## src/shared/upper_irq_defines.vh

```
// register offsets, field positions and reset values for the upper interrupt mapper
`ifndef UPPER_IRQ_DEFINES_VH
`define UPPER_IRQ_DEFINES_VH
// printed offsets are not all multiples of four: these are word indices, byte address = 4 * index
`define PIN1_UPPER_MASK_IDX 8'h3A
`define PIN2_UPPER_MASK_IDX 8'h3B
`define EVENT_FLAGS_IDX 8'h40
`define EVENT_CLEAR_IDX 8'h41
`define IRQ_STATUS_IDX 8'h42
`define IRQ_MASK_IDX 8'h43
`define UPPER_MASK_RESET 8'h00
`define UPPER_MASK_WR_BITS 8'hDF
`define BIT_FUSE_FAULT 7
`define BIT_USER_REG_FAULT 6
`define BIT_RESERVED 5
`define BIT_KEEPALIVE 4
`define BIT_AUX_ACTIVITY 3
`define BIT_AUX_INACTIVITY 2
`define BIT_DOUBLE_KNOCK 1
`define BIT_SINGLE_KNOCK 0
`define IRQ_STAT_PIN1 0
`define IRQ_STAT_PIN2 1
`define IRQ_STAT_KEEPALIVE 2
`define IRQ_STAT_RESET 3'h0
`define IRQ_MASK_RESET 3'h0
`define WB_UNMAPPED_DATA 32'h0000_0000
`endif

```

## src/rtl/event_flag_bit.v

```verilog
// one sticky event flag: hardware set wins over clear
`timescale 1ns/1ps
`default_nettype none
module event_flag_bit (
    input wire clk_sys,
    input wire rst_n,
    input wire set_in,
    input wire clear_in,
    output reg flag_q
);
    always @(posedge clk_sys or negedge rst_n)
    begin
        if (!rst_n)
        begin
            flag_q <= 1'b0;
        end
        else if (set_in)
        begin
            flag_q <= 1'b1;
        end
        else if (clear_in)
        begin
            flag_q <= 1'b0;
        end
    end
endmodule // event_flag_bit
`default_nettype wire

```

## src/rtl/upper_interrupt_pin_mapper.v

```verilog
// upper event group routed to two interrupt pins through two mask registers
`timescale 1ns/1ps
`default_nettype none
`include "upper_irq_defines.vh"
module upper_interrupt_pin_mapper (
    input wire clk_sys,
    input wire rst_n,
    input wire wb_cyc_i,
    input wire wb_stb_i,
    input wire wb_we_i,
    input wire [31:0] wb_adr_i,
    input wire [31:0] wb_dat_i,
    input wire [3:0] wb_sel_i,
    output reg [31:0] wb_dat_o,
    output reg wb_ack_o,
    input wire fuse_fault_evt,
    input wire user_reg_fault_evt,
    input wire aux_activity_evt,
    input wire aux_inactivity_evt,
    input wire double_knock_evt,
    input wire single_knock_evt,
    input wire keepalive_expiry_evt,
    input wire lower_pin1_req,
    input wire lower_pin2_req,
    output reg irq_pin_one,
    output reg irq_pin_two,
    output reg irq_o
);
    reg [7:0] pin1_upper_event_mask_q;
    reg [7:0] pin2_upper_event_mask_q;
    reg [2:0] irq_status_q;
    reg [2:0] irq_mask_q;
    reg [7:0] evt_meta_q;
    reg [7:0] evt_sync_q;
    reg [7:0] evt_prev_q;
    reg [1:0] lower_meta_q;
    reg [1:0] lower_sync_q;
    reg pin1_prev_q;
    reg pin2_prev_q;
    wire [7:0] raw_evt;
    wire [7:0] evt_rise;
    wire [7:0] src_flags;
    wire [7:0] flag_clear;
    wire [7:0] flag_q;
    wire [7:0] byte_idx;
    wire [31:0] mask_wr_data;
    wire wb_req;
    wire wb_wr;
    wire wb_rd;
    wire hit_flags;
    wire hit_clear;
    wire hit_mask1;
    wire hit_mask2;
    wire hit_stat;
    wire hit_imask;
    wire ka_pulse;
    reg pin1_d;
    reg pin2_d;
    reg [31:0] rd_d;

    // per-source enable fields, one per source and pin
    wire fuse_fault_to_pin1;
    wire fuse_fault_to_pin2;
    wire user_reg_fault_to_pin1;
    wire user_reg_fault_to_pin2;
    wire keepalive_expiry_to_pin1;
    wire keepalive_expiry_to_pin2;
    wire aux_activity_to_pin1;
    wire aux_activity_to_pin2;
    wire aux_inactivity_to_pin1;
    wire aux_inactivity_to_pin2;
    wire double_knock_to_pin1;
    wire double_knock_to_pin2;
    wire single_knock_to_pin1;
    wire single_knock_to_pin2;
    wire [7:0] pin1_enables;
    wire [7:0] pin2_enables;
    wire [7:0] route_one;
    wire [7:0] route_two;

    assign raw_evt = {fuse_fault_evt, user_reg_fault_evt, 1'b0, keepalive_expiry_evt,
                      aux_activity_evt, aux_inactivity_evt, double_knock_evt,
                      single_knock_evt};
    // events are pins from other logic domains, so each passes two flops first
    // the lower-group requests come from another block's clock and are treated alike
    always @(posedge clk_sys or negedge rst_n)
    begin
        if (!rst_n)
        begin
            evt_meta_q <= 8'h00;
            evt_sync_q <= 8'h00;
            evt_prev_q <= 8'h00;
            lower_meta_q <= 2'b00;
            lower_sync_q <= 2'b00;
        end
        else
        begin
            evt_meta_q <= raw_evt;
            evt_sync_q <= evt_meta_q;
            evt_prev_q <= evt_sync_q;
            lower_meta_q <= {lower_pin2_req, lower_pin1_req};
            lower_sync_q <= lower_meta_q;
        end
    end
    assign evt_rise = evt_sync_q & ~evt_prev_q;

    // wishbone decode: byte address is four times the word index
    // the ack term keeps a strobe held through its ack from being taken twice
    assign wb_req = wb_cyc_i && wb_stb_i && !wb_ack_o;
    assign wb_wr = wb_req && wb_we_i && wb_sel_i[0];
    assign wb_rd = wb_req && !wb_we_i;
    assign byte_idx = wb_adr_i[9:2];
    assign hit_mask1 = (wb_adr_i[1:0] == 2'b00) && (byte_idx == `PIN1_UPPER_MASK_IDX);
    assign hit_mask2 = (wb_adr_i[1:0] == 2'b00) && (byte_idx == `PIN2_UPPER_MASK_IDX);
    assign hit_flags = (wb_adr_i[1:0] == 2'b00) && (byte_idx == `EVENT_FLAGS_IDX);
    assign hit_clear = (wb_adr_i[1:0] == 2'b00) && (byte_idx == `EVENT_CLEAR_IDX);
    assign hit_stat = (wb_adr_i[1:0] == 2'b00) && (byte_idx == `IRQ_STATUS_IDX);
    assign hit_imask = (wb_adr_i[1:0] == 2'b00) && (byte_idx == `IRQ_MASK_IDX);
    assign mask_wr_data = wb_dat_i & {24'h0000_00, `UPPER_MASK_WR_BITS};

    // an expiry in the cycle of the read wins, so no event is lost
    // read clears keep-alive
    assign flag_clear[`BIT_KEEPALIVE] = wb_rd && hit_flags;
    assign flag_clear[`BIT_RESERVED] = 1'b0;
    // other sources are level copies held by their own detectors outside this block
    assign flag_clear[7:6] = 2'b00;
    assign flag_clear[3:0] = 4'h0;

    genvar gi;
    generate
        for (gi = 0; gi < 8; gi = gi + 1)
        begin : g_flag
            if (gi == `BIT_KEEPALIVE)
            begin : g_sticky
                event_flag_bit u_flag (
                    .clk_sys(clk_sys),
                    .rst_n(rst_n),
                    .set_in(evt_rise[gi]),
                    .clear_in(flag_clear[gi]),
                    .flag_q(flag_q[gi])
                );
            end
            else
            begin : g_level
                assign flag_q[gi] = (gi == `BIT_RESERVED) ? 1'b0 : evt_sync_q[gi];
            end
        end
    endgenerate
    assign src_flags = flag_q;
    assign ka_pulse = evt_rise[`BIT_KEEPALIVE];

    always @(posedge clk_sys or negedge rst_n)
    begin
        if (!rst_n)
        begin
            pin1_upper_event_mask_q <= `UPPER_MASK_RESET;
            pin2_upper_event_mask_q <= `UPPER_MASK_RESET;
            irq_mask_q <= `IRQ_MASK_RESET;
        end
        else if (wb_wr)
        begin
            if (hit_mask1)
            begin
                pin1_upper_event_mask_q <= mask_wr_data[7:0];
            end
            else if (hit_mask2)
            begin
                pin2_upper_event_mask_q <= mask_wr_data[7:0];
            end
            else if (hit_imask)
            begin
                irq_mask_q <= wb_dat_i[2:0];
            end
        end
    end

    // named enable fields, taken from the stored masks
    // fuse to one
    assign fuse_fault_to_pin1 = pin1_upper_event_mask_q[`BIT_FUSE_FAULT];
    assign fuse_fault_to_pin2 = pin2_upper_event_mask_q[`BIT_FUSE_FAULT];
    assign user_reg_fault_to_pin1 = pin1_upper_event_mask_q[`BIT_USER_REG_FAULT];
    assign user_reg_fault_to_pin2 = pin2_upper_event_mask_q[`BIT_USER_REG_FAULT];
    assign keepalive_expiry_to_pin1 = pin1_upper_event_mask_q[`BIT_KEEPALIVE];
    assign keepalive_expiry_to_pin2 = pin2_upper_event_mask_q[`BIT_KEEPALIVE];
    assign aux_activity_to_pin1 = pin1_upper_event_mask_q[`BIT_AUX_ACTIVITY];
    assign aux_activity_to_pin2 = pin2_upper_event_mask_q[`BIT_AUX_ACTIVITY];
    assign aux_inactivity_to_pin1 = pin1_upper_event_mask_q[`BIT_AUX_INACTIVITY];
    assign aux_inactivity_to_pin2 = pin2_upper_event_mask_q[`BIT_AUX_INACTIVITY];
    assign double_knock_to_pin1 = pin1_upper_event_mask_q[`BIT_DOUBLE_KNOCK];
    assign double_knock_to_pin2 = pin2_upper_event_mask_q[`BIT_DOUBLE_KNOCK];
    assign single_knock_to_pin1 = pin1_upper_event_mask_q[`BIT_SINGLE_KNOCK];
    assign single_knock_to_pin2 = pin2_upper_event_mask_q[`BIT_SINGLE_KNOCK];

    // bit 5 is held low here as well, so a reserved bit can never route
    assign pin1_enables = {fuse_fault_to_pin1, user_reg_fault_to_pin1, 1'b0,
        keepalive_expiry_to_pin1, aux_activity_to_pin1, aux_inactivity_to_pin1,
        double_knock_to_pin1, single_knock_to_pin1};
    assign pin2_enables = {fuse_fault_to_pin2, user_reg_fault_to_pin2, 1'b0,
        keepalive_expiry_to_pin2, aux_activity_to_pin2, aux_inactivity_to_pin2,
        double_knock_to_pin2, single_knock_to_pin2};

    generate
        for (gi = 0; gi < 8; gi = gi + 1)
        begin : g_route
            assign route_one[gi] = src_flags[gi] & pin1_enables[gi];
            assign route_two[gi] = src_flags[gi] & pin2_enables[gi];
        end
    endgenerate

    always @*
    begin
        pin1_d = (|route_one) | lower_sync_q[0];
        pin2_d = (|route_two) | lower_sync_q[1];
    end

    // pins leave straight from flops so the host never sees decode glitches
    // mask only gates
    always @(posedge clk_sys or negedge rst_n)
    begin
        if (!rst_n)
        begin
            irq_pin_one <= 1'b0;
            irq_pin_two <= 1'b0;
            pin1_prev_q <= 1'b0;
            pin2_prev_q <= 1'b0;
        end
        else
        begin
            irq_pin_one <= pin1_d;
            irq_pin_two <= pin2_d;
            pin1_prev_q <= pin1_d;
            pin2_prev_q <= pin2_d;
        end
    end

    // sticky bus-side status: set beats the write-one clear in the same cycle
    // pin bits record rising edges, so a pin that stays high counts once
    always @(posedge clk_sys or negedge rst_n)
    begin
        if (!rst_n)
        begin
            irq_status_q <= `IRQ_STAT_RESET;
        end
        else
        begin
            irq_status_q[`IRQ_STAT_PIN1] <= (pin1_d && !pin1_prev_q) ||
                (irq_status_q[`IRQ_STAT_PIN1] &&
                 !(wb_wr && hit_stat && wb_dat_i[`IRQ_STAT_PIN1]));
            irq_status_q[`IRQ_STAT_PIN2] <= (pin2_d && !pin2_prev_q) ||
                (irq_status_q[`IRQ_STAT_PIN2] &&
                 !(wb_wr && hit_stat && wb_dat_i[`IRQ_STAT_PIN2]));
            irq_status_q[`IRQ_STAT_KEEPALIVE] <= ka_pulse ||
                (irq_status_q[`IRQ_STAT_KEEPALIVE] &&
                 !(wb_wr && hit_stat && wb_dat_i[`IRQ_STAT_KEEPALIVE]));
        end
    end

    // read mux; unmapped addresses still ack and return zero
    always @*
    begin
        rd_d = `WB_UNMAPPED_DATA;
        if (hit_mask1)
        begin
            rd_d = {24'h0000_00, pin1_upper_event_mask_q};
        end
        else if (hit_mask2)
        begin
            rd_d = {24'h0000_00, pin2_upper_event_mask_q};
        end
        // reading the flags is also what clears the keep-alive bit
        else if (hit_flags)
        begin
            rd_d = {24'h0000_00, src_flags};
        end
        else if (hit_stat)
        begin
            rd_d = {29'h0000_0000, irq_status_q};
        end
        else if (hit_imask)
        begin
            rd_d = {29'h0000_0000, irq_mask_q};
        end
        // spare word: answers zero and drops writes, like unmapped words
        else if (hit_clear)
        begin
            rd_d = `WB_UNMAPPED_DATA;
        end
    end

    always @(posedge clk_sys or negedge rst_n)
    begin
        if (!rst_n)
        begin
            wb_ack_o <= 1'b0;
            wb_dat_o <= 32'h0000_0000;
            irq_o <= 1'b0;
        end
        else
        begin
            wb_ack_o <= wb_req;
            wb_dat_o <= wb_rd ? rd_d : 32'h0000_0000;
            irq_o <= |(irq_status_q & irq_mask_q);
        end
    end
endmodule // upper_interrupt_pin_mapper
`default_nettype wire

```

## config.mk

```make
export PLATFORM = sky130hd
export DESIGN_NAME = upper_interrupt_pin_mapper
export DESIGN_NICKNAME = d
export VERILOG_FILES = /design/src/rtl/event_flag_bit.v /design/src/rtl/upper_interrupt_pin_mapper.v
export VERILOG_INCLUDE_DIRS = /design/src /design/src/shared
export SDC_FILE = /design/constraint.sdc
export NUM_CORES = 1
export LEC_CHECK = 0
export BUFFER_PORTS_ARGS = -buffer_cell sky130_fd_sc_hd__buf_2
export CAP_MARGIN = 20
export CORE_UTILIZATION = 48
export DETAILED_ROUTE_END_ITERATION = 10
export PLACE_DENSITY_LB_ADDON = 0.3
export SYNTH_ARGS = -nofsm -noshare
export SYNTH_HDL_FRONTEND = slang
export SYNTH_SLANG_ARGS = --single-unit
```

## constraint.sdc

```tcl
create_clock -name clk_sys -period 4.5 [get_ports clk_sys]
set_input_delay 0.45 -clock clk_sys [delete_from_list [all_inputs] [get_ports clk_sys]]
set_output_delay 0.45 -clock clk_sys [all_outputs]
set_load 0.02 [all_outputs]
```

==> results.json <==
{
  "n_fill_cell": 359,
  "design.portCount": 118,
  "cts_hold_buf": 0,
  "max_freq_ghz": 0.551,
  "final.setup_skew_ps": 12.1,
  "finalCritPeriodShare_pct": 40.4,
  "die_h_um": 69.9,
  "hpwl_um": 2890,
  "multi_input_area_um2": 805,
  "tightest_slew_ps": 622,
  "relSlewSlack_pct": 58.0,
  "h-tree-depth": 2,
  "fin_ws_ps": 2680,
  "slew_viol_final": 0,
  "drc": 0,
  "ir_worst_vdd_mv": 0.259,
  "antenna_left": 0,
  "via_count": 1429,
  "min_period_ps": 1820,
  "drt_pass1_iterations": 4,
  "cts_buffers": 5,
  "start_kind": "primary input",
  "dpl_worst_slack_ps": 2370,
  "arrival_ps": 2000,
  "fin_nets": 301,
  "dieArea_um2": 4890,
  "routed_wl_um": 3880,
  "setup.worst_path.end_class": "flop",
  "netlist_instances": 172,
  "rows": 24,
  "post_cts_resized": 0,
  "place_inst": 264,
  "status": "finished clean",
  "syn2layout_area_growth_pct": 13.8,
  "wire_per_inst_um": 14.3,
  "grtUsageTotal_pct": 17.7,
  "critPathTopFamily": "simple AND/OR/NAND/NOR gates",
  "clockBufferDepth": 2,
  "synth_seq_area_share_pct": 57.7,
  "tns_ps": 0,
  "ys_async_sr_fraction_pct": 100,
  "ys_types": 35,
  "clock_sinks": 51,
  "post_cts_buffers": 0,
  "antenna_cells": 0,
  "overflow": 0,
  "cellPowerDensity_nw_per_um2": 360,
  "chipWidth_um": 69.9,
  "hold_violations": 0,
  "grt_antenna_before_repair": 0,
  "rsz0062_at_grt": "no",
  "io_buffers": 42,
  "placed_area_um2": 2380,
  "worst_ep_required_time_ps": 4680,
  "clockRootBuffer": "clkbuf_8",
  "cap_violations": 0,
  "layout_common_cells": "dfrtp_1, buf_2, conb_1, mux2_2",
  "cts_tree": "yes",
  "critical_path.cell_chain": "buf_2 > nor4b_1 > and2_2 > and3_2 > mux2_2",
  "seq_area_um2": 1280,
  "grt_max_degree": 52,
  "synth_seq_cells": 51,
  "yosys_warnings": 0,
  "finalNonFillerCells": 272,
  "grt_pass1_wl_um": 6670,
  "leakage_nw": 1.30,
  "synth_edf_count": 0,
  "fin_area_um2": 2520,
  "final_common_cell": "dfrtp_1",
  "final_util_pct": 57.4,
  "r2r_slack_ps": 2840,
  "routed_via_density": 5.25,
  "setup_violations": 0,
  "drive_gt1_share_pct": 35.9,
  "grt_pass1_vias": 1409,
  "syn_area_um2": 2210,
  "hp-class": "in2async",
  "crit_buf_inv": 1,
  "cpPeakStageDelay_ps": 580,
  "crit_slowest_cell": "nor4b_1",
  "drt-initial-drc-count": 95,
  "clkTransAtPathRegs_ps": 100,
  "path_max_fanout": 4,
  "yosys_most_used_dff": "dfrtp_1",
  "syn_avg_cell_area_um2": 12.9,
  "gp_congestion": 0.854,
  "coreArea_um2": 4380,
  "start_util_pct": 50.5,
  "clkLatencyLatePin_ps": 300,
  "path_class": "in2reg"
}
[per-layer routing]
layer  wire length, µm  track usage, %  vias up
met5                 0               0        -
met4                87            8.89        0
met3               289            4.04        8
met2              1770            26.5       91
met1              1740            24.3      674
li1                  -               -      656
[cells in the mapped netlist (2+ instances only)]
cell type / count / area share (%)
a21o_1: 2 / 0.68
nand2_1: 7 / 1.2
and3_2: 3 / 1.0
a22o_1: 4 / 1.6
inv_1: 5 / 0.85
o211a_1: 3 / 1.4
nand4_1: 3 / 0.85
buf_4: 25 / 8.5
o22ai_1: 3 / 0.85
a221oi_1: 2 / 0.79
a22oi_1: 5 / 1.7
mux2_2: 13 / 6.6
mux2_4: 7 / 4.7
o21ai_0: 6 / 1.4
a21oi_1: 5 / 1.1
dfrtp_1: 51 / 58
nand3_1: 5 / 1.1
nor2_1: 6 / 1.0
[layout make-up]
type / instances / area share [%]
Sequential cell: 51 / 50.7
Multi-Input combinational cell: 113 / 31.9
Timing Repair Buffer: 43 / 8.64
Inverter: 5 / 0.745
Tap cell: 52 / 2.58
Clock inverter: 3 / 2.68
Clock buffer: 5 / 2.73
[logic make-up (layout without fill, tap and decap cells)]
family,count (synthesis),after routing,synth area share [%]
AOI/OAI and AO/OA,33,33,10.5
buffers and inverters,32,56,10.1
DFF,51,51,57.7
muxes,20,20,11.4
other,1,25,0.169
and+or+nand+nor,35,35,10.2
[final timing paths]
check	start	to	depth (start not counted)
max reg2reg	wb_ack_o	irq_mask_q[1]	4
max	wb_adr_i[6]	irq_mask_q[1]	5
min in group clk_sys	lower_pin2_req	lower_meta_q[1]	1
min reg2reg	evt_meta_q[7]	evt_sync_q[7]	0
max in group asynchronous	rst_n	evt_sync_q[1]	2
min	rst_n	irq_o	2
[registers in the layout (all words and copies together) (netlist names)]
register,count
evt_meta_q,7
evt_sync_q,7
pin1_upper_event_mask_q,7
pin2_upper_event_mask_q,7
wb_dat_o,7
irq_mask_q,3
irq_status_q,3
lower_meta_q,2
lower_sync_q,2
evt_prev_q,1
g_flag.g_sticky.u_flag.flag_q,1
irq_o,1
pin1_prev_q,1
pin2_prev_q,1
wb_ack_o,1
[per-stage QoR]
step                power, mW  hold WS (ps)
floorplan               0.532           154
global placement        0.547           332
detailed placement      0.548           335
CTS                     0.918           241
global route            0.941           234
finish                  0.906           222
[worst register-to-register path, cell delays in order (launching register included)]
cell      delay, ps
dfrtp_1         380
nand3b_1        220
nor3_1          330
and3_2          280
mux2_2          340
[power by group]
group	internal, mW	total [mW]	switching [mW]
clock network	0.222	0.368	0.146
registers	0.468	0.473	0.00513
logic	0.0180	0.0649	0.0469
total	0.708	0.906	0.199
Power figures use the tool's default switching activity.
